**src/hdl/ride_through_pkg.sv**
```systemverilog
// Shared constants and types for the supply dip ride-through ends
package ride_through_pkg;
  // 1 ms timebase from the 100 MHz core clock
  localparam int CLK_FREQ_KHZ = 100000;
  localparam int TICK_PERIOD_MS = 1;
  localparam int TICK_CYCLES = TICK_PERIOD_MS * CLK_FREQ_KHZ;

  localparam int MS_W = 10;
  localparam int PCT_W = 7;
  localparam int PRM_W = 16;

  localparam logic [MS_W-1:0] HOLD_MIN = 10'h014;
  localparam logic [MS_W-1:0] HOLD_MAX = 10'h3E8;
  localparam logic [MS_W-1:0] HOLD_RST = 10'h014;
  localparam logic [MS_W-1:0] RELEASE_MIN = 10'h000;
  localparam logic [MS_W-1:0] RELEASE_MAX = 10'h3E8;
  localparam logic [MS_W-1:0] RELEASE_RST = 10'h064;
  localparam logic [MS_W-1:0] LIMIT_MIN = 10'h000;
  localparam logic [MS_W-1:0] LIMIT_MAX = 10'h064;
  localparam logic [PCT_W-1:0] LIMIT_RST = 7'h32;
  localparam logic [PCT_W-1:0] TORQUE_FULL = 7'h64;

  typedef enum logic [1:0] {
    UV_OFF = 2'h0,
    UV_HOST = 2'h1,
    UV_INTERNAL = 2'h2
  } uv_mode_t;

  // Parameter select codes on the link
  localparam logic [1:0] PRM_HOLD = 2'h0;
  localparam logic [1:0] PRM_MODE = 2'h1;
  localparam logic [1:0] PRM_LIMIT = 2'h2;
  localparam logic [1:0] PRM_RELEASE = 2'h3;

  typedef enum logic [3:0] {
    ST_IDLE = 4'h1,
    ST_RUN = 4'h2,
    ST_DIP = 4'h4,
    ST_CUT = 4'h8
  } dip_state_t;

  typedef enum logic [2:0] {
    LIM_FREE = 3'h1,
    LIM_HOLD = 3'h2,
    LIM_RELEASE = 3'h4
  } lim_state_t;

  // Host register map, byte offsets
  localparam logic [7:0] OFS_CTRL = 8'h00;
  localparam logic [7:0] OFS_STATUS = 8'h04;
  localparam logic [7:0] OFS_INT_STAT = 8'h08;
  localparam logic [7:0] OFS_INT_MASK = 8'h0C;
  localparam logic [7:0] OFS_HOLD = 8'h10;
  localparam logic [7:0] OFS_MODE = 8'h14;
  localparam logic [7:0] OFS_LIMIT = 8'h18;
  localparam logic [7:0] OFS_RELEASE = 8'h1C;

  localparam int CTRL_ON_BIT = 0;
  localparam int CTRL_OFF_BIT = 1;
  localparam int CTRL_RESTART_BIT = 2;

  localparam int INT_W = 3;
  localparam int EV_WARN_SET = 0;
  localparam int EV_WARN_CLR = 1;
  localparam int EV_READY_LOST = 2;
  localparam logic [INT_W-1:0] INT_MASK_RST = 3'h0;
endpackage

```
**src/hdl/ride_through_if.sv**
```systemverilog
// Command link between host motion controller and drive supervisor
`timescale 1ns/1ps
`default_nettype none
interface ride_through_if;
  logic servo_on_cmd;
  logic servo_off_cmd;
  logic restart_cmd;
  logic prm_wr;
  logic [1:0] prm_sel;
  logic [15:0] prm_data;
  logic servo_ready;
  logic uv_warning;
  logic motor_powered;

  modport dev (
    input servo_on_cmd,
    input servo_off_cmd,
    input restart_cmd,
    input prm_wr,
    input prm_sel,
    input prm_data,
    output servo_ready,
    output uv_warning,
    output motor_powered
  );

  modport host (
    output servo_on_cmd,
    output servo_off_cmd,
    output restart_cmd,
    output prm_wr,
    output prm_sel,
    output prm_data,
    input servo_ready,
    input uv_warning,
    input motor_powered
  );
endinterface
`default_nettype wire

```
**src/hdl/ride_through_dev.sv**
```systemverilog
// Drive-side supply dip supervisor with undervoltage torque limiter
// Overview of operation
// - Keep motor powered within hold time, else cut
// - Re-energise motor when main supply returns
// - Drop servo ready when hold time exceeded
// - Control supply loss acts as plain power-down
// - Undervoltage alarm during dip ignores hold time
// - Mode digit selects undervoltage handling after restart
// - Host limits torque when warning appears
// - Host lifts limit only after warning clears
// - Internal mode clamps torque on warning
// - Internal mode releases limit over release time
// - Limit held as percent of rated torque
// - Integrator should program hold time 1000 ms
// - Servo-off command stops motor current at once
`timescale 1ns/1ps
`default_nettype none
module ride_through_dev #(
  parameter int TICK_CYCLES = ride_through_pkg::TICK_CYCLES
) (
  input wire logic core_clk,
  input wire logic nrst,
  ride_through_if.dev link,
  input wire logic main_supply_ok,
  input wire logic ctrl_supply_ok,
  input wire logic dc_bus_low,
  input wire logic uv_alarm,
  output logic motor_power_on,
  output logic servo_ready,
  output logic torque_limit_active,
  output logic [ride_through_pkg::PCT_W-1:0] torque_limit_pct
);
  localparam int DIV_W = $clog2(TICK_CYCLES + 1);
  localparam logic [DIV_W-1:0] DIV_LAST = DIV_W'(TICK_CYCLES - 1);

  function automatic logic [ride_through_pkg::MS_W-1:0] clamp_ms(
    input logic [ride_through_pkg::PRM_W-1:0] v,
    input logic [ride_through_pkg::MS_W-1:0] lo,
    input logic [ride_through_pkg::MS_W-1:0] hi
  );
    logic [ride_through_pkg::MS_W-1:0] r;
    r = v[ride_through_pkg::MS_W-1:0];
    if (v < {6'h00, lo}) begin
      r = lo;
    end else if (v > {6'h00, hi}) begin
      r = hi;
    end
    return r;
  endfunction

  // Sensor inputs are asynchronous: three stages, accept when 2nd and 3rd agree
  logic [3:0] sync1_r;
  logic [3:0] sync2_r;
  logic [3:0] sync3_r;
  logic [3:0] filt_r;
  wire [3:0] raw_in = {uv_alarm, dc_bus_low, ctrl_supply_ok, main_supply_ok};
  wire [3:0] filt_nxt = (sync2_r & sync3_r) | (filt_r & (sync2_r ^ sync3_r));
  wire main_ok = filt_r[0];
  wire ctrl_ok = filt_r[1];
  wire dc_low = filt_r[2];
  wire uv_alarm_f = filt_r[3];

  always_ff @(posedge core_clk or negedge nrst) begin
    if (!nrst) begin
      sync1_r <= 4'h0;
      sync2_r <= 4'h0;
      sync3_r <= 4'h0;
      filt_r <= 4'h0;
    end else begin
      sync1_r <= raw_in;
      sync2_r <= sync1_r;
      sync3_r <= sync2_r;
      filt_r <= filt_nxt;
    end
  end

  // Settings, all applied at once except the mode
  logic [ride_through_pkg::MS_W-1:0] hold_r;
  logic [ride_through_pkg::MS_W-1:0] release_r;
  logic [ride_through_pkg::PCT_W-1:0] limit_r;
  logic [1:0] mode_pend_r;
  logic [1:0] mode_act_r;
  wire [ride_through_pkg::MS_W-1:0] hold_wr =
    clamp_ms(link.prm_data, ride_through_pkg::HOLD_MIN, ride_through_pkg::HOLD_MAX);
  wire [ride_through_pkg::MS_W-1:0] release_wr =
    clamp_ms(link.prm_data, ride_through_pkg::RELEASE_MIN, ride_through_pkg::RELEASE_MAX);
  wire [ride_through_pkg::MS_W-1:0] limit_wr =
    clamp_ms(link.prm_data, ride_through_pkg::LIMIT_MIN, ride_through_pkg::LIMIT_MAX);
  wire mode_legal = link.prm_data <= 16'(ride_through_pkg::UV_INTERNAL);

  always_ff @(posedge core_clk or negedge nrst) begin
    if (!nrst) begin
      hold_r <= ride_through_pkg::HOLD_RST;
      release_r <= ride_through_pkg::RELEASE_RST;
      limit_r <= ride_through_pkg::LIMIT_RST;
      mode_pend_r <= ride_through_pkg::UV_OFF;
      mode_act_r <= ride_through_pkg::UV_OFF;
    end else begin
      if (link.prm_wr && link.prm_sel == ride_through_pkg::PRM_HOLD) begin
        hold_r <= hold_wr;
      end
      if (link.prm_wr && link.prm_sel == ride_through_pkg::PRM_RELEASE) begin
        release_r <= release_wr;
      end
      if (link.prm_wr && link.prm_sel == ride_through_pkg::PRM_LIMIT) begin
        limit_r <= limit_wr[ride_through_pkg::PCT_W-1:0];
      end
      if (link.prm_wr && link.prm_sel == ride_through_pkg::PRM_MODE && mode_legal) begin
        mode_pend_r <= link.prm_data[1:0];
      end
      // mode only takes effect on restart
      if (link.restart_cmd) begin
        mode_act_r <= mode_pend_r;
      end
    end
  end

  // one 1 ms prescaler per timer so each restarts cleanly
  logic [1:0] tick;
  logic [1:0] tick_restart;
  genvar g;
  for (g = 0; g < 2; g++) begin : g_tick
    logic [DIV_W-1:0] div_r;
    assign tick[g] = div_r == DIV_LAST;
    always_ff @(posedge core_clk or negedge nrst) begin
      if (!nrst) begin
        div_r <= '0;
      end else if (tick_restart[g] || tick[g]) begin
        div_r <= '0;
      end else begin
        div_r <= div_r + 1'b1;
      end
    end
  end

  // Dip supervisor
  ride_through_pkg::dip_state_t state_r;
  ride_through_pkg::dip_state_t state_nxt;
  logic [ride_through_pkg::MS_W-1:0] hold_cnt_r;
  logic [ride_through_pkg::MS_W-1:0] hold_cnt_nxt;
  wire dip_start = state_r == ride_through_pkg::ST_RUN && !main_ok;
  wire hold_over = hold_cnt_r >= hold_r;

  always_comb begin
    state_nxt = state_r;
    hold_cnt_nxt = hold_cnt_r;
    if (!ctrl_ok || link.servo_off_cmd) begin
      state_nxt = ride_through_pkg::ST_IDLE;
    end else begin
      case (state_r)
        ride_through_pkg::ST_IDLE: begin
          if (link.servo_on_cmd && main_ok) begin
            state_nxt = ride_through_pkg::ST_RUN;
          end
        end
        ride_through_pkg::ST_RUN: begin
          if (!main_ok) begin
            state_nxt = ride_through_pkg::ST_DIP;
            hold_cnt_nxt = '0;
          end
        end
        ride_through_pkg::ST_DIP: begin
          if (main_ok) begin
            state_nxt = ride_through_pkg::ST_RUN;
          end else if (uv_alarm_f) begin
            state_nxt = ride_through_pkg::ST_CUT;
          end else if (tick[0]) begin
            if (hold_over) begin
              state_nxt = ride_through_pkg::ST_CUT;
            end else begin
              hold_cnt_nxt = hold_cnt_r + 1'b1;
            end
          end
        end
        ride_through_pkg::ST_CUT: begin
          if (main_ok) begin
            state_nxt = ride_through_pkg::ST_RUN;
          end
        end
        default: state_nxt = ride_through_pkg::ST_IDLE;
      endcase
    end
  end

  assign tick_restart[0] = dip_start;

  wire powered_nxt = state_nxt == ride_through_pkg::ST_RUN ||
    state_nxt == ride_through_pkg::ST_DIP;
  // in a dip ready lost at cut (hold expired or undervoltage alarm), or on control supply loss; servo off keeps ready set while main supply is ok
  wire ready_nxt = ctrl_ok && !uv_alarm_f && state_nxt != ride_through_pkg::ST_CUT &&
    (main_ok || state_nxt == ride_through_pkg::ST_DIP);

  // Undervoltage warning and internal torque limiter
  ride_through_pkg::lim_state_t lim_r;
  ride_through_pkg::lim_state_t lim_nxt;
  logic [ride_through_pkg::MS_W-1:0] rel_cnt_r;
  logic [ride_through_pkg::MS_W-1:0] rel_cnt_nxt;
  logic uv_warning_r;
  wire [ride_through_pkg::MS_W-1:0] rel_cnt_inc = rel_cnt_r + 1'b1;
  wire warn_nxt = dc_low && mode_act_r != ride_through_pkg::UV_OFF;

  always_comb begin
    lim_nxt = lim_r;
    rel_cnt_nxt = rel_cnt_r;
    if (mode_act_r != ride_through_pkg::UV_INTERNAL) begin
      lim_nxt = ride_through_pkg::LIM_FREE;
    end else begin
      case (lim_r)
        ride_through_pkg::LIM_FREE: begin
          if (uv_warning_r) begin
            lim_nxt = ride_through_pkg::LIM_HOLD;
          end
        end
        ride_through_pkg::LIM_HOLD: begin
          if (!uv_warning_r) begin
            rel_cnt_nxt = '0;
            lim_nxt = (release_r == '0) ? ride_through_pkg::LIM_FREE :
              ride_through_pkg::LIM_RELEASE;
          end
        end
        ride_through_pkg::LIM_RELEASE: begin
          if (uv_warning_r) begin
            lim_nxt = ride_through_pkg::LIM_HOLD;
          end else if (tick[1]) begin
            if (rel_cnt_inc >= release_r) begin
              lim_nxt = ride_through_pkg::LIM_FREE;
            end else begin
              rel_cnt_nxt = rel_cnt_inc;
            end
          end
        end
        default: lim_nxt = ride_through_pkg::LIM_FREE;
      endcase
    end
  end

  assign tick_restart[1] = lim_r == ride_through_pkg::LIM_HOLD && !uv_warning_r;

  wire limiting_nxt = lim_nxt != ride_through_pkg::LIM_FREE;
  // Limit read live so a new setting bites immediately
  wire [ride_through_pkg::PCT_W-1:0] pct_nxt = limiting_nxt ? limit_r :
    ride_through_pkg::TORQUE_FULL;

  always_ff @(posedge core_clk or negedge nrst) begin
    if (!nrst) begin
      state_r <= ride_through_pkg::ST_IDLE;
      hold_cnt_r <= '0;
      lim_r <= ride_through_pkg::LIM_FREE;
      rel_cnt_r <= '0;
      uv_warning_r <= 1'b0;
      motor_power_on <= 1'b0;
      servo_ready <= 1'b0;
      torque_limit_active <= 1'b0;
      torque_limit_pct <= ride_through_pkg::TORQUE_FULL;
    end else begin
      state_r <= state_nxt;
      hold_cnt_r <= hold_cnt_nxt;
      lim_r <= lim_nxt;
      rel_cnt_r <= rel_cnt_nxt;
      uv_warning_r <= warn_nxt;
      motor_power_on <= powered_nxt;
      servo_ready <= ready_nxt;
      torque_limit_active <= limiting_nxt;
      torque_limit_pct <= pct_nxt;
    end
  end

  assign link.servo_ready = servo_ready;
  assign link.uv_warning = uv_warning_r;
  assign link.motor_powered = motor_power_on;
endmodule
`default_nettype wire

```
**src/flat_wrapper.sv**
```systemverilog
// flat-port wrapper written by rule: the top's interface ports become plain ports
module ride_through_dev_flat 
#(
  parameter int TICK_CYCLES = ride_through_pkg::TICK_CYCLES
)
  (core_clk, nrst, main_supply_ok, ctrl_supply_ok, dc_bus_low, uv_alarm, motor_power_on, servo_ready, torque_limit_active, torque_limit_pct, link_servo_on_cmd, link_servo_off_cmd, link_restart_cmd, link_prm_wr, link_prm_sel, link_prm_data, link_servo_ready, link_uv_warning, link_motor_powered);
  ride_through_if link_i ();
  input wire logic core_clk;
  input wire logic nrst;
  input wire logic main_supply_ok;
  input wire logic ctrl_supply_ok;
  input wire logic dc_bus_low;
  input wire logic uv_alarm;
  output logic motor_power_on;
  output logic servo_ready;
  output logic torque_limit_active;
  output logic [ride_through_pkg::PCT_W-1:0] torque_limit_pct;
  input wire logic [$bits(link_i.servo_on_cmd)-1:0] link_servo_on_cmd;
  input wire logic [$bits(link_i.servo_off_cmd)-1:0] link_servo_off_cmd;
  input wire logic [$bits(link_i.restart_cmd)-1:0] link_restart_cmd;
  input wire logic [$bits(link_i.prm_wr)-1:0] link_prm_wr;
  input wire logic [$bits(link_i.prm_sel)-1:0] link_prm_sel;
  input wire logic [$bits(link_i.prm_data)-1:0] link_prm_data;
  output wire logic [$bits(link_i.servo_ready)-1:0] link_servo_ready;
  output wire logic [$bits(link_i.uv_warning)-1:0] link_uv_warning;
  output wire logic [$bits(link_i.motor_powered)-1:0] link_motor_powered;
  assign link_i.servo_on_cmd = link_servo_on_cmd;
  assign link_i.servo_off_cmd = link_servo_off_cmd;
  assign link_i.restart_cmd = link_restart_cmd;
  assign link_i.prm_wr = link_prm_wr;
  assign link_i.prm_sel = link_prm_sel;
  assign link_i.prm_data = link_prm_data;
  assign link_servo_ready = link_i.servo_ready;
  assign link_uv_warning = link_i.uv_warning;
  assign link_motor_powered = link_i.motor_powered;
  ride_through_dev #(.TICK_CYCLES(TICK_CYCLES)) u_core (.core_clk(core_clk), .nrst(nrst), .link(link_i), .main_supply_ok(main_supply_ok), .ctrl_supply_ok(ctrl_supply_ok), .dc_bus_low(dc_bus_low), .uv_alarm(uv_alarm), .motor_power_on(motor_power_on), .servo_ready(servo_ready), .torque_limit_active(torque_limit_active), .torque_limit_pct(torque_limit_pct));
endmodule
```
**config.mk**
```make
export PLATFORM = sky130hd
export DESIGN_NAME = ride_through_dev_flat
export DESIGN_NICKNAME = d
export VERILOG_FILES = /design/src/hdl/ride_through_pkg.sv /design/src/hdl/ride_through_if.sv /design/src/hdl/ride_through_dev.sv /design/src/flat_wrapper.sv
export SDC_FILE = /design/constraint.sdc
export NUM_CORES = 1
export LEC_CHECK = 0
export BUFFER_PORTS_ARGS = -buffer_cell sky130_fd_sc_hd__buf_4
export CAP_MARGIN = 40
export CELL_PAD_IN_SITES_DETAIL_PLACEMENT = 2
export CELL_PAD_IN_SITES_GLOBAL_PLACEMENT = 2
export CORE_ASPECT_RATIO = 0.5
export CORE_MARGIN = 8
export CORE_UTILIZATION = 37
export CTS_BUF_LIST = sky130_fd_sc_hd__clkbuf_8
export CTS_CLUSTER_SIZE = 8
export DETAILED_ROUTE_END_ITERATION = 7
export MAX_ROUTING_LAYER = met4
export PLACE_DENSITY_LB_ADDON = 0.15
export REMOVE_ABC_BUFFERS = 1
export SYNTH_ARGS = -nofsm -noshare
export SYNTH_HDL_FRONTEND = slang
export SYNTH_SLANG_ARGS = --single-unit
```
**constraint.sdc**
```tcl
create_clock -name core_clk -period 2.73 [get_ports core_clk]
set_input_delay 0.546 -clock core_clk [delete_from_list [all_inputs] [get_ports core_clk]]
set_output_delay 0.546 -clock core_clk [all_outputs]
set_load 0.05 [all_outputs]
```
==> results of run 1 <==
report_power, final:
| part | leakage (uW) | switching [uW] | total, uW | internal (uW) |
|---|---|---|---|---|
| logic | 0.00154 | 230 | 390 | 160 |
| registers | 0.00150 | 96.0 | 1970 | 1870 |
| clock network | 0.000188 | 724 | 1470 | 745 |
| total | 0.00323 | 1050 | 3830 | 2780 |
routing by layer:
layer / track usage (%) / vias to the layer above / share of wire, %
met5: - / - / 0
met4: 6.40 / 0 / 2.0
met3: 3.65 / 32 / 1.8
met2: 29.9 / 51 / 53
met1: 18.4 / 2383 / 43
li1: - / 2223 / -
placed cells by master, fill, tap and decap left out, drive strengths merged, types with 21 or more instances in the layout:
cell type    n
nand4       21
xor2        23
inv         35
nand3       29
nor2        70
a21oi       24
ha          28
buf         61
nand2       45
dfrtp      106
o21ai       36
cell type report:
cell class	count	area, um2
timing repair buffer	61	503
inverter	31	116
multi-input combinational	427	2930
clock inverter	13	95.1
sequential	119	3000
tap	204	255
fill	1641	8420
clock buffer	19	262
Yosys cell counts (11+ instances only):
cell	number	area (um2)
sky130_fd_sc_hd__nand2_1	45	169
sky130_fd_sc_hd__nand3_1	29	145
sky130_fd_sc_hd__o21ai_0	30	150
sky130_fd_sc_hd__a21oi_1	24	120
sky130_fd_sc_hd__nand4_1	21	131
sky130_fd_sc_hd__mux2_2	14	158
sky130_fd_sc_hd__xnor2_1	17	149
sky130_fd_sc_hd__inv_1	31	116
sky130_fd_sc_hd__dfstp_2	13	342
sky130_fd_sc_hd__dfrtp_1	106	2650
sky130_fd_sc_hd__nor2_1	70	263
sky130_fd_sc_hd__clkbuf_1	11	41.3
sky130_fd_sc_hd__ha_1	28	350
sky130_fd_sc_hd__xor2_1	23	201
worst max-delay path, stage by stage (launching register included):
cell and delay (ns):
sky130_fd_sc_hd__dfrtp_1 0.38, sky130_fd_sc_hd__nand3_2 0.12, sky130_fd_sc_hd__nor2_4 0.12, sky130_fd_sc_hd__buf_6 0.12, sky130_fd_sc_hd__nand4_1 0.15, sky130_fd_sc_hd__xnor2_2 0.19, sky130_fd_sc_hd__ha_1 0.31, sky130_fd_sc_hd__nand4_1 0.16
sky130_fd_sc_hd__a211oi_2 0.24, sky130_fd_sc_hd__nor3_2 0.08, sky130_fd_sc_hd__buf_4 0.16, sky130_fd_sc_hd__a21boi_4 0.22, sky130_fd_sc_hd__buf_6 0.13, sky130_fd_sc_hd__o21a_4 0.15, sky130_fd_sc_hd__nor2_1 0.04
state kept, by name, summed over array words and instances (netlist names), 2 cells and up:
| signal | flops |
|---|---|
| u_core.rel_cnt_r | 10 |
| u_core.lim_r | 3 |
| u_core.mode_pend_r | 2 |
| u_core.mode_act_r | 2 |
| u_core.sync3_r | 4 |
| u_core.release_r | 10 |
| u_core.torque_limit_pct | 7 |
| u_core.g_tick.div_r | 34 |
| u_core.state_r | 4 |
| u_core.filt_r | 4 |
| u_core.sync2_r | 4 |
| u_core.limit_r | 7 |
| u_core.hold_cnt_r | 10 |
| u_core.hold_r | 10 |
| u_core.sync1_r | 4 |
final timing paths:
check | endpoint | start | cells past startpoint
setup / recovery | u_core.torque_limit_pct[4]$_DFF_PN0_ | u_core.rel_cnt_r[3]$_DFFE_PN0P_ | 14
hold / removal | u_core.sync1_r[1]$_DFF_PN0_ | nrst | 1
setup reg to reg | u_core.torque_limit_pct[4]$_DFF_PN0_ | u_core.rel_cnt_r[3]$_DFFE_PN0P_ | 14
hold reg to reg | u_core.sync2_r[2]$_DFF_PN0_ | u_core.sync1_r[2]$_DFF_PN0_ | 0
max in group asynchronous | u_core.torque_limit_pct[6]$_DFF_PN1_ | nrst | 2
min in group core_clk | u_core.sync1_r[1]$_DFF_PN0_ | ctrl_supply_ok | 1
cells by family (layout without fill, tap and decap cells):
family / after synthesis / in the layout / share of synthesized area (%)
multiplexers: 15 / 15 / 2.81
flip-flops: 119 / 119 / 50.1
XOR/XNOR: 40 / 40 / 5.87
AO/OA/AOI/OAI: 104 / 104 / 11.2
adder cells (fa/ha/maj): 28 / 28 / 5.87
buffers and inverters: 47 / 124 / 3.35
AND/OR/NAND/NOR: 240 / 240 / 20.8
per-stage QoR:
stage	std cells	utilization, %	cell area, um2
floorplan	577	-	5890
global placement	841	42.6	6640
detailed placement	841	42.6	6640
CTS	873	45.1	7020
global route	874	46.0	7160
finish	874	46.0	7160
what timing repair did:
action,CTS,global route
setup buffers,0,1
pin swaps,0,13
setup endpoints to repair,20,20
gates resized for setup,7,28
==> impl_results.rst, run 1 <==
.. list-table::
   :header-rows: 1

   * - Metric
     - Value
   * - Outcome
     - finished, final reports clean
   * - Crit share post-route
     - 98.2%
   * - Setup slack at placement
     - -0.176 ns
   * - Nets
     - roughly 710
   * - Maximum clock frequency
     - roughly 370 MHz
   * - Worst EP required
     - 3.06 ns
   * - Detailed Route WL
     - approximately 16,000 um
   * - Setup slack of the worst register-to-register path
     - approximately 0.05 ns
   * - HP Class
     - in -> async
   * - Total negative slack for setup checks
     - 0 ns
   * - Type of the worst setup path
     - reg -> reg
   * - Fraction of final layout cells sized beyond drive strength 1
     - roughly 22%
   * - Die area
     - just over 20,000 um2
   * - Placeable core area
     - 15,600 um2
   * - Arrival @ worst endpoint
     - 3.01 ns
   * - Initial core utilization
     - between 30% and 40%
   * - Post-CTS clock slew at the launch and capture registers of the worst setup and hold paths
     - 0.08 ns
   * - Die extent in y
     - 106 um
   * - Seq/Total Area, Yosys
     - ~50%
   * - Post-DRT Antenna Nets
     - 0
   * - Count of clock tree sinks
     - 119
   * - Total of warnings raised by yosys
     - 0
   * - Quantity of hold-fixing buffers added after cts
     - 0
   * - Top flip-flop cell by instance count after synthesis
     - sky130_fd_sc_hd__dfrtp_1
   * - Diode insertion count for antenna repair
     - 0
   * - GRT Resource Usage Total
     - 16.8%
   * - Startpoint kind of the worst setup timing path
     - register
   * - Number of core rows
     - 32
   * - DR vias
     - roughly 4,700
   * - IO Pins
     - a little over 40
   * - Number of global-route vias before repair
     - ~5,400
   * - Total power per unit cell area
     - ~530 nW/um2
   * - Vias/cell
     - between 5 and 6
   * - Weighted congestion reported at the end of routability-driven placement
     - just over 0.8
   * - Port buffer count
     - 40
   * - Netlist area before placement
     - between 5000 and 6000 um2
   * - Max cap viols
     - 0
   * - Capturing element type of the critical path
     - register
   * - Growth of design area from synthesis to finish
     - 19.8%
   * - Post-synthesis average cell area
     - 10.1 um2
   * - DP HPWL
     - approximately 12,000 um
   * - Overall overflow remaining after global route
     - 0
   * - Fin. Hold Viols
     - 0
   * - Final setup skew
     - between 0.01 and 0.015 ns
   * - Number of distinct library cell variants in the gate-level netlist after synthesis
     - 62
   * - DR pass1 iterations
     - 4
   * - Transition at the pin with the smallest max-transition slack
     - 0.657 ns
   * - Synthesized instance count
     - between 500 and 600
   * - CTS tree
     - done
   * - Final hold slack
     - between 0.04 and 0.05 ns
   * - Die width
     - ~200 um
   * - Shortest clock period the worst path allows after layout
     - ~2.7 ns
   * - Share of flip-flops with an asynchronous set or reset
     - 100%
   * - Total clock buffers created by CTS
     - 17
   * - Pin count of the biggest net entering global routing
     - 46
   * - Later-pin clock latency in the skew report
     - about 0.44 ns
   * - Relative slew slack
     - between 50% and 60%
   * - Number of antenna violations at the first check in global routing
     - 0
   * - Largest fanout on the critical path
     - 4
   * - Wire length of the first global-routing pass
     - ~27,000 um
   * - Average wire length per cell after detail routing
     - 18.7 um
   * - IR Drop Worst-Case VDD
     - 0.366 mV
   * - Total count of max-transition violations in the final report
     - 0
   * - Number of flip-flops and latches in the synthesized netlist
     - approximately 120
   * - P_leak
     - roughly 0.0032 uW
   * - Number of flops mapped to enable cells by yosys
     - 0
   * - Number of setup violations in the final report
     - 0
   * - Total power draw
     - 3830 uW
   * - Number of buffers on the longest clock path
     - 2
   * - RSZ-0062 raised after global routing
     - yes
   * - Number of H-tree branching levels
     - 4
   * - First-iteration detailed-routing DRC count
     - around 160
   * - DRC
     - 0
   * - Worst setup margin
     - 0.0502 ns
   * - Clock root buffer master
     - sky130_fd_sc_hd__clkbuf_8
Note: power is estimated with default switching activity, not from simulation.
==> run 2, diff against run 1 <==
--- a/config.mk
+++ b/config.mk
@@ -5,13 +5,14 @@
 export SDC_FILE = /design/constraint.sdc
 export NUM_CORES = 1
 export LEC_CHECK = 0
+export ABC_AREA = 1
 export BUFFER_PORTS_ARGS = -buffer_cell sky130_fd_sc_hd__buf_4
 export CAP_MARGIN = 40
 export CELL_PAD_IN_SITES_DETAIL_PLACEMENT = 2
 export CELL_PAD_IN_SITES_GLOBAL_PLACEMENT = 2
 export CORE_ASPECT_RATIO = 0.5
 export CORE_MARGIN = 8
-export CORE_UTILIZATION = 37
+export CORE_UTILIZATION = 35
 export CTS_BUF_LIST = sky130_fd_sc_hd__clkbuf_8
 export CTS_CLUSTER_SIZE = 8
 export DETAILED_ROUTE_END_ITERATION = 7
==> impl_results.rst, run 2 <==
.. list-table::
   :header-rows: 1

   * - Metric
     - Value
   * - Post-CTS clock slew at the launch and capture registers of the worst setup and hold paths
     - 0.08 ns (about the same)
   * - Largest fanout on the critical path
     - 6 (+2)
   * - Maximum clock frequency
     - 393 MHz (+5.3%)
   * - Reg2reg end
     - u_core.torque_limit_pct[4]$_DFF_PN0_
   * - Total negative slack for setup checks
     - 0 ns (unchanged)
   * - Placeable core area
     - 17,400 um2 (+11%)
   * - Vias/cell
     - 4.97 (-7.4%)
   * - Outcome
     - finished, final reports clean
   * - Top flip-flop cell by instance count after synthesis
     - sky130_fd_sc_hd__dfrtp_1
   * - Relative slew slack
     - 55.7% (-0.18 points)
   * - Library cell contributing the largest single delay on the critical path
     - sky130_fd_sc_hd__dfrtp_1
   * - Internal Dissipation
     - 2940 uW (+5.8%)
   * - Number of distinct library cell variants in the gate-level netlist after synthesis
     - 45 (-27%)
   * - Total power per unit cell area
     - 562 nW/um2 (+5.0%)
   * - Netlist area before placement
     - 6190 um2 (+3.6%)
   * - CTS tree
     - done
   * - Met1 layer usage reported by global route
     - 19.3% (+0.91 points)
   * - Fin. Hold Viols
     - 0 (unchanged)
   * - Busiest metal layer after global routing
     - met2
   * - Count of clock tree sinks
     - 119 (unchanged)
   * - IR Drop Worst-Case VDD
     - 0.282 mV (-23%)
   * - Endpoint, Worst Hold
     - u_core.sync1_r[0]$_DFF_PN0_
   * - Average wire length per cell after detail routing
     - 17.0 um (-9.4%)
   * - Worst setup path startpoint
     - u_core.rel_cnt_r[0]$_DFFE_PN0P_
   * - Synth top area cells
     - sky130_fd_sc_hd__dfrtp_1, sky130_fd_sc_hd__nand2_1, sky130_fd_sc_hd__inv_1
   * - Proportion of power drawn by the clock network
     - 41.5% (+3.1 points)
   * - Sw power
     - 1210 uW (+15%)
   * - Gate family responsible for the most delay along the worst path
     - simple AND/OR/NAND/NOR gates
   * - Total of warnings raised by yosys
     - 0 (unchanged)
   * - Total clock buffers created by CTS
     - 17 (unchanged)
   * - Transition at the pin with the smallest max-transition slack
     - 0.662 ns (+0.00460 ns)
   * - Die extent in y
     - 110 um (+4.0%)
   * - Setup slack of the worst register-to-register path
     - 0.18 ns (+0.13 ns)
   * - Relative contribution of sequential cells to total power
     - 47.4% (-4.0 points)
   * - Later-pin clock latency in the skew report
     - 0.45 ns (about the same)
   * - DR pass1 iterations
     - 4 (unchanged)
   * - Overall overflow remaining after global route
     - 0 (unchanged)
   * - Die area
     - 22,500 um2 (+8.4%)
   * - Final hold slack
     - 0.198 ns (+0.157 ns)
   * - Hold Path Stages
     - 1
   * - Detailed Route WL
     - 17,900 um (+9.4%)
   * - Critical R2R Launch
     - u_core.rel_cnt_r[0]$_DFFE_PN0P_
   * - GRT Resource Usage Total
     - 17.4% (+0.53 points)
   * - Post-synth top cells
     - sky130_fd_sc_hd__nand2_1, sky130_fd_sc_hd__dfrtp_1, sky130_fd_sc_hd__inv_1
   * - Wire length of the first global-routing pass
     - 30,500 um (+12%)
   * - Commonest non-fill, non-tap cell in the layout
     - sky130_fd_sc_hd__nand2_1
   * - Number of antenna violations at the first check in global routing
     - 0 (unchanged)
   * - Number of core rows
     - 34 (+6.3%)
   * - Commonest cells after routing, fill and taps aside
     - sky130_fd_sc_hd__nand2_1, sky130_fd_sc_hd__dfrtp_1, sky130_fd_sc_hd__inv_1
   * - CP most frequent cell
     - sky130_fd_sc_hd__nand2_1
   * - Number of buffers on the longest clock path
     - 2 (unchanged)
   * - Pin count of the biggest net entering global routing
     - 83 (+80%)
   * - Cell count after placement
     - 1,015 (+21%)
   * - Weighted congestion reported at the end of routability-driven placement
     - 0.798 (-1.7%)
   * - Die width
     - 204 um (+4.3%)
   * - First-iteration detailed-routing DRC count
     - 133 (-15%)
   * - Number of setup violations in the final report
     - 0 (unchanged)
   * - Net switching fraction of the power
     - 29.1% (+1.7 points)
   * - Port buffer count
     - 40 (unchanged)
   * - DRC
     - 0 (unchanged)
   * - Number of H-tree branching levels
     - 4 (unchanged)
   * - Post-synthesis average cell area
     - 8.33 um2 (-17%)
   * - Worst EP required
     - 3.06 ns (about the same)
   * - Biggest register
     - u_core.g_tick.div_r
   * - Number of global-route vias before repair
     - 6,069 (+12%)
   * - Met2 capacity usage during global routing
     - 31.8% (+1.9 points)
   * - Number of flip-flops and latches in the synthesized netlist
     - 119 (unchanged)
   * - DR vias
     - 5,244 (+12%)
   * - Number of flops mapped to enable cells by yosys
     - 0 (unchanged)
   * - Total power draw
     - 4150 uW (+8.3%)
   * - Max FFs per register
     - 34 (unchanged)
   * - Crit-path max cell delay
     - 0.40 ns (+0.02 ns)
   * - Arrival @ worst endpoint
     - 2.88 ns (-0.13 ns)
   * - Fraction of final layout cells sized beyond drive strength 1
     - 18.9% (-3.2 points)
   * - IO Pins
     - 41 (unchanged)
   * - Proportion of power drawn by combinational gates
     - 11.1% (+0.9 points)
   * - Post-DRT Antenna Nets
     - 0 (unchanged)
   * - Synthesized instance count
     - 743 (+25%)
   * - Shortest clock period the worst path allows after layout
     - 2.55 ns (-0.134 ns)
   * - Launch point of the worst hold path
     - main_supply_ok
   * - Clock root buffer master
     - sky130_fd_sc_hd__clkbuf_8
   * - Library cell with the highest instance count after synthesis
     - sky130_fd_sc_hd__nand2_1
   * - DP HPWL
     - 13,000 um (+8.8%)
   * - Seq/Total Area, Yosys
     - 48.4% (-1.8 points)
   * - Nets
     - 865 (+21%)
   * - Final cell count without fillers
     - 1,056 (+21%)
   * - Startpoint kind of the worst setup timing path
     - register
   * - Final setup skew
     - 0.0136 ns (-0.000168 ns)
   * - Crit share post-route
     - 93.3% (-4.9 points)
   * - Type of the worst setup path
     - reg -> reg
   * - HP Class
     - in -> reg
   * - Largest area contributor in the netlist
     - sky130_fd_sc_hd__dfrtp_1
   * - Critical path cell sequence
     - ha_2, nand2_1, inv_2, nand3_2, nand3b_1, xor2_1, inv_1, ha_4, nand2_2, nor2_2, o211ai_1, nand3_2, nand2_1, nand2_1, nand2_2, nand2_4, nor2_1
   * - Worst path bufs/invs
     - 2 (-1)
   * - Capturing element type of the critical path
     - register
   * - Diode insertion count for antenna repair
     - 0 (unchanged)
   * - Growth of design area from synthesis to finish
     - 19.3%
   * - Area share of the leading cell type in the synthesized netlist
     - 42.9% (-1.6 points)
   * - Initial core utilization
     - 35.7% (-2.7 points)
   * - R2R cell count
     - 17 (+3)
   * - P_leak
     - 0.00352 uW (+8.9%)
   * - Max cap viols
     - 0 (unchanged)
   * - Met3 routing resource usage after global routing
     - 3.59% (-0.062 points)
   * - Finished Core Util
     - 42.5% (-3.4 points)
   * - Total count of max-transition violations in the final report
     - 0 (unchanged)
   * - Share of flip-flops with an asynchronous set or reset
     - 100% (unchanged)
-- run 2: cell count changes in the layout (fill, tap and decap cells not counted), moves of 7 or more --
| cell | change |
|---|---|
| sky130_fd_sc_hd__nor3_1 | +22 |
| sky130_fd_sc_hd__nand3_1 | -7 |
| sky130_fd_sc_hd__inv_2 | +9 |
| sky130_fd_sc_hd__xnor2_1 | -7 |
| sky130_fd_sc_hd__inv_1 | +61 |
| sky130_fd_sc_hd__nor2b_1 | -9 |
| sky130_fd_sc_hd__nand2_1 | +120 |
| sky130_fd_sc_hd__nor2_1 | +19 |
| sky130_fd_sc_hd__nand4_1 | +10 |
| sky130_fd_sc_hd__xor2_1 | -9 |
-- run 2: what timing repair did --
item	CTS	global route
hold endpoints to repair	17	0
pin swaps	1	14
cloned	0	2
hold buffers	1	0
resized for setup	0	25
buffers inserted	1	5
endpoints found under the setup margin	5	19
-- run 2: kinds of logic after synthesis --
group	share of synthesized area, %
adder cells (fa/ha/maj)	5.66
multiplexers	0.364
XOR/XNOR	3.11
AO/OA/AOI/OAI	7.56
buffers and inverters	7.38
flip-flops	48.4
AND/OR/NAND/NOR	27.5
-- run 2: power groups by stage --
| stage | logic [uW] | clock network, uW | registers [uW] |
|---|---|---|---|
| 3_3_place_gp | 427 | 0 | 1990 |
| 4_1_cts | 465 | 1780 | 1970 |
| 3_5_place_dp | 456 | 0 | 2000 |
| 2_1_floorplan | 274 | 0 | 1980 |
| 6_report | 460 | 1720 | 1970 |
| 5_1_grt | 525 | 1850 | 1980 |
-- run 2: worst max path at each step --
stage	to	slack, ns	cells past startpoint
after floorplan	u_core.rel_cnt_r[0]$_DFFE_PN0P_	0.40	6
after CTS	u_core.torque_limit_pct[3]$_DFF_PN0_	0.02	15
after detailed placement	u_core.torque_limit_pct[3]$_DFF_PN0_	0.005	17
after global routing	u_core.rel_cnt_r[1]$_DFFE_PN0P_	-0.01	15
after global placement	u_core.torque_limit_pct[0]$_DFF_PN0_	0.17	17
final	u_core.torque_limit_pct[4]$_DFF_PN0_	0.18	17
-- run 2: worst reg2reg max path: stages, from the launching register on --
cell and delay (ns):
sky130_fd_sc_hd__dfrtp_1 0.40, sky130_fd_sc_hd__ha_2 0.20, sky130_fd_sc_hd__nand2_1 0.07, sky130_fd_sc_hd__inv_2 0.08
sky130_fd_sc_hd__nand3_2 0.07, sky130_fd_sc_hd__nand3b_1 0.18, sky130_fd_sc_hd__xor2_1 0.15, sky130_fd_sc_hd__inv_1 0.11
sky130_fd_sc_hd__ha_4 0.27, sky130_fd_sc_hd__nand2_2 0.06, sky130_fd_sc_hd__nor2_2 0.12, sky130_fd_sc_hd__o211ai_1 0.11
sky130_fd_sc_hd__nand3_2 0.12, sky130_fd_sc_hd__nand2_1 0.09, sky130_fd_sc_hd__nand2_1 0.10, sky130_fd_sc_hd__nand2_2 0.10
sky130_fd_sc_hd__nand2_4 0.17, sky130_fd_sc_hd__nor2_1 0.06
-- run 2: per-layer routing --
metal  part of all wire, %  up-vias
met5                     0        -
met4                   1.1        0
met3                   1.8       19
met2                    53       35
met1                    44     2650
li1                      -     2540
-- run 2: layout make-up --
type                            instances  area, um2
Clock buffer                           20        275
Clock inverter                         12        141
Fill cell                            1944       9970
Inverter                              105        394
Multi-Input combinational cell        510       2850
Sequential cell                       119       2990
Tap cell                              234        293
Timing Repair Buffer                   56        439
-- run 2: per-stage QoR --
stage                     cell area, um2  setup WS, ns
after global routing                7380       -0.0113
after detailed placement            6800       0.00494
after global placement              6800         0.173
final                               7380         0.184
after floorplan                     6130         0.404
after CTS                           7230        0.0198
==> run 3, diff against run 2 <==
--- a/config.mk
+++ b/config.mk
@@ -16,6 +16,7 @@
 export CTS_BUF_LIST = sky130_fd_sc_hd__clkbuf_8
 export CTS_CLUSTER_SIZE = 8
 export DETAILED_ROUTE_END_ITERATION = 7
+export GPL_TIMING_DRIVEN = 0
 export MAX_ROUTING_LAYER = met4
 export PLACE_DENSITY_LB_ADDON = 0.15
 export REMOVE_ABC_BUFFERS = 1
==> constraint.sdc (replaced) <==
create_clock -name core_clk -period 2.2 [get_ports core_clk]
set_input_delay 0.44 -clock core_clk [delete_from_list [all_inputs] [get_ports core_clk]]
set_output_delay 0.44 -clock core_clk [all_outputs]
set_load 0.05 [all_outputs]
==> impl_results.rst, run 3 (synthesis results as in run 2) <==
.. list-table::
   :header-rows: 1

   * - Metric
     - Value
   * - Outcome
     - complete, but fails checks
   * - Failing checks
     - setup timing
   * - RSZ-0062 raised after global routing
     - yes
   * - Gate family responsible for the most delay along the worst path
     - simple AND/OR/NAND/NOR gates
   * - Total count of max-transition violations in the final report
     - 0 (unchanged)
   * - Final hold slack
     - 0.0881 ns (-0.109 ns)
   * - Final cell count without fillers
     - 1,053 (-0.28%)
   * - Post-DRT Antenna Nets
     - 0 (unchanged)
   * - Die width
     - 204 um (unchanged)
   * - IR Drop Worst-Case VDD
     - 0.369 mV (+31%)
   * - Nets
     - 862 (-0.35%)
   * - DRC
     - 0 (unchanged)
   * - Transition at the pin with the smallest max-transition slack
     - 0.851 ns (+0.189 ns)
   * - Pin count of the biggest net entering global routing
     - 77 (-7.2%)
   * - Total power draw
     - 5370 uW (+30%)
   * - HP Class
     - in -> reg
   * - CTS tree
     - done
   * - Final setup skew
     - 0.0129 ns (-0.000739 ns)
   * - Proportion of power drawn by the clock network
     - 43.8% (+2.3 points)
   * - Total power per unit cell area
     - 712 nW/um2 (+27%)
   * - Sw power
     - 1460 uW (+21%)
   * - Placeable core area
     - 17,400 um2 (unchanged)
   * - Number of setup violations in the final report
     - 20 (+20)
   * - Die extent in y
     - 110 um (unchanged)
   * - IO Pins
     - 41 (unchanged)
   * - Number of antenna violations at the first check in global routing
     - 0 (unchanged)
   * - Shortest clock period the worst path allows after layout
     - 2.63 ns (+0.0833 ns)
   * - Number of global-route vias before repair
     - 5,854 (-3.5%)
   * - Commonest cells after routing, fill and taps aside
     - sky130_fd_sc_hd__nand2_1, sky130_fd_sc_hd__dfrtp_1, sky130_fd_sc_hd__inv_1
   * - Proportion of power drawn by combinational gates
     - 10.8% (-0.3 points)
   * - Arrival @ worst endpoint
     - 2.97 ns (+0.09 ns)
   * - Maximum clock frequency
     - 380 MHz (-3.2%)
   * - Crit-path max cell delay
     - 0.39 ns (about the same)
   * - DR pass1 iterations
     - 4 (unchanged)
   * - Port buffer count
     - 40 (unchanged)
   * - Number of core rows
     - 34 (unchanged)
   * - Weighted congestion reported at the end of routability-driven placement
     - 0.790 (-0.93%)
   * - Net switching fraction of the power
     - 27.2% (-1.9 points)
   * - Worst setup margin
     - -0.429 ns (-0.613 ns)
   * - Die area
     - 22,500 um2 (unchanged)
   * - DR vias
     - 5,273 (+0.55%)
   * - Growth of design area from synthesis to finish
     - 21.8%
   * - Max cap viols
     - 0 (unchanged)
   * - Wire length of the first global-routing pass
     - 29,900 um (-1.9%)
   * - First-iteration detailed-routing DRC count
     - 145 (+9.0%)
   * - Crit share post-route
     - 120% (+26 points)
   * - Clock root buffer master
     - sky130_fd_sc_hd__clkbuf_8
   * - Cell count after placement
     - 1,011 (-0.39%)
   * - Finished Core Util
     - 43.4% (+0.90 points)
   * - Type of the worst setup path
     - reg -> reg
   * - Critical path cell sequence
     - ha_2, nand2_2, inv_2, nand3_2, nand3b_1, xor2_1, inv_1, ha_4, nand2_4, nor2_4, nor3_4, nand3_4, o21ai_4, nand2_4, nand2_1, nand2_1
   * - Internal Dissipation
     - 3910 uW (+33%)
   * - Total clock buffers created by CTS
     - 17 (unchanged)
   * - Post-CTS clock slew at the launch and capture registers of the worst setup and hold paths
     - 0.08 ns (about the same)
   * - Count of clock tree sinks
     - 119 (unchanged)
   * - Initial core utilization
     - 35.7% (unchanged)
   * - DP HPWL
     - 12,500 um (-3.5%)
   * - Fraction of final layout cells sized beyond drive strength 1
     - 20.3% (+1.4 points)
   * - Largest fanout on the critical path
     - 5 (-1)
   * - Library cell contributing the largest single delay on the critical path
     - sky130_fd_sc_hd__dfrtp_1
   * - Worst EP required
     - 2.54 ns (-0.52 ns)
   * - Post-route design area
     - 7540 um2 (+2.1%)
   * - Capturing element type of the critical path
     - register
   * - Number of H-tree branching levels
     - 4 (unchanged)
   * - GRT Resource Usage Total
     - 17.2% (-0.15 points)
   * - Vias/cell
     - 5.01 (+0.84%)
   * - Fin. Hold Viols
     - 0 (unchanged)
   * - Detailed Route WL
     - 17,900 um (-0.28%)
   * - Filler cell count in the final layout
     - 1,921 (-1.2%)
   * - Placed Instance Area
     - 6780 um2 (-0.24%)
   * - Overall overflow remaining after global route
     - 0 (unchanged)
   * - Number of buffers on the longest clock path
     - 2 (unchanged)
   * - Relative slew slack
     - 43.0% (-13 points)
   * - Relative contribution of sequential cells to total power
     - 45.4% (-2.0 points)
   * - P_leak
     - 0.00357 uW (+1.5%)
   * - Later-pin clock latency in the skew report
     - 0.46 ns (about the same)
   * - Commonest non-fill, non-tap cell in the layout
     - sky130_fd_sc_hd__nand2_1
   * - Average wire length per cell after detail routing
     - 17.0 um (about the same)
   * - Startpoint kind of the worst setup timing path
     - register
   * - Diode insertion count for antenna repair
     - 0 (unchanged)
   * - Max FFs per register
     - 34 (unchanged)
   * - Biggest register
     - u_core.g_tick.div_r
   * - Worst path bufs/invs
     - 2 (unchanged)
## run 3: cell types whose count changed in the layout (fill, tap and decap cells not counted), moves of 3 or more
| cell | change |
|---|---|
| sky130_fd_sc_hd__bufinv_16 | +3 |
| sky130_fd_sc_hd__nand2_4 | +4 |
| sky130_fd_sc_hd__nand2_2 | +5 |
| sky130_fd_sc_hd__buf_4 | -5 |
| sky130_fd_sc_hd__nand2_1 | -10 |
| sky130_fd_sc_hd__nand3_1 | -3 |
## run 3: final timing paths
kind / from / to / slack [ns] / cells past startpoint
max: u_core.rel_cnt_r[0]$_DFFE_PN0P_ / u_core.rel_cnt_r[7]$_DFFE_PN0P_ / -0.43 / 16
min: main_supply_ok / u_core.sync1_r[0]$_DFF_PN0_ / 0.09 / 1
max reg2reg: u_core.rel_cnt_r[0]$_DFFE_PN0P_ / u_core.rel_cnt_r[7]$_DFFE_PN0P_ / -0.43 / 16
min reg2reg: u_core.sync1_r[1]$_DFF_PN0_ / u_core.sync2_r[1]$_DFF_PN0_ / 0.35 / 0
max in group asynchronous: nrst / u_core.limit_r[1]$_DFFE_PN1P_ / 0.93 / 3
min in group asynchronous: nrst / u_core.g_tick[1].div_r[0]$_DFF_PN0_ / 0.48 / 2
## run 3: layout make-up
| cell class | instances | area (um2) | share of cell area (%) |
|---|---|---|---|
| flip-flops and latches | 119 | 3000 | 39.7 |
| multi-input cells | 510 | 2980 | 39.5 |
| repair buffers | 53 | 425 | 5.64 |
| inverters | 105 | 394 | 5.23 |
| well taps | 234 | 293 | 3.88 |
| clock buffers | 18 | 248 | 3.29 |
| clock inverters | 14 | 206 | 2.74 |
## run 3: power by group through the flow
stage | clock [uW] | combinational (uW) | sequential (uW)
after floorplan | 0 | 340 | 2460
after global placement | 0 | 517 | 2470
after detailed placement | 0 | 563 | 2480
after CTS | 2440 | 579 | 2440
after global routing | 2520 | 661 | 2460
final | 2350 | 577 | 2440
## run 3: through the flow
| stage | setup TNS [ns] | worst slack [ns] |
|---|---|---|
| 2_1_floorplan | -1.69 | -0.126 |
| 3_3_place_gp | -18.49 | -1.16 |
| 3_5_place_dp | -10.71 | -0.633 |
| 4_1_cts | -7.15 | -0.393 |
| 5_1_grt | -10.48 | -0.570 |
| 6_report | -7.59 | -0.429 |
## run 3: layer usage
layer	track usage, %	routed length, um	up-vias
li1	-	-	2534
met1	19.4	7950	2678
met2	30.7	9330	36
met3	3.73	339	25
met4	5.47	264	0
met5	-	0	-
## run 3: timing repair
action | in CTS | in global routing
setup endpoints to repair | 28 | 24
setup buffers | 6 | 1
hold buffers | 1 | 0
gates resized for setup | 24 | 28
pin swaps | 15 | 17
gates cloned | 1 | 1
endpoints found under the hold margin | 38 | 0
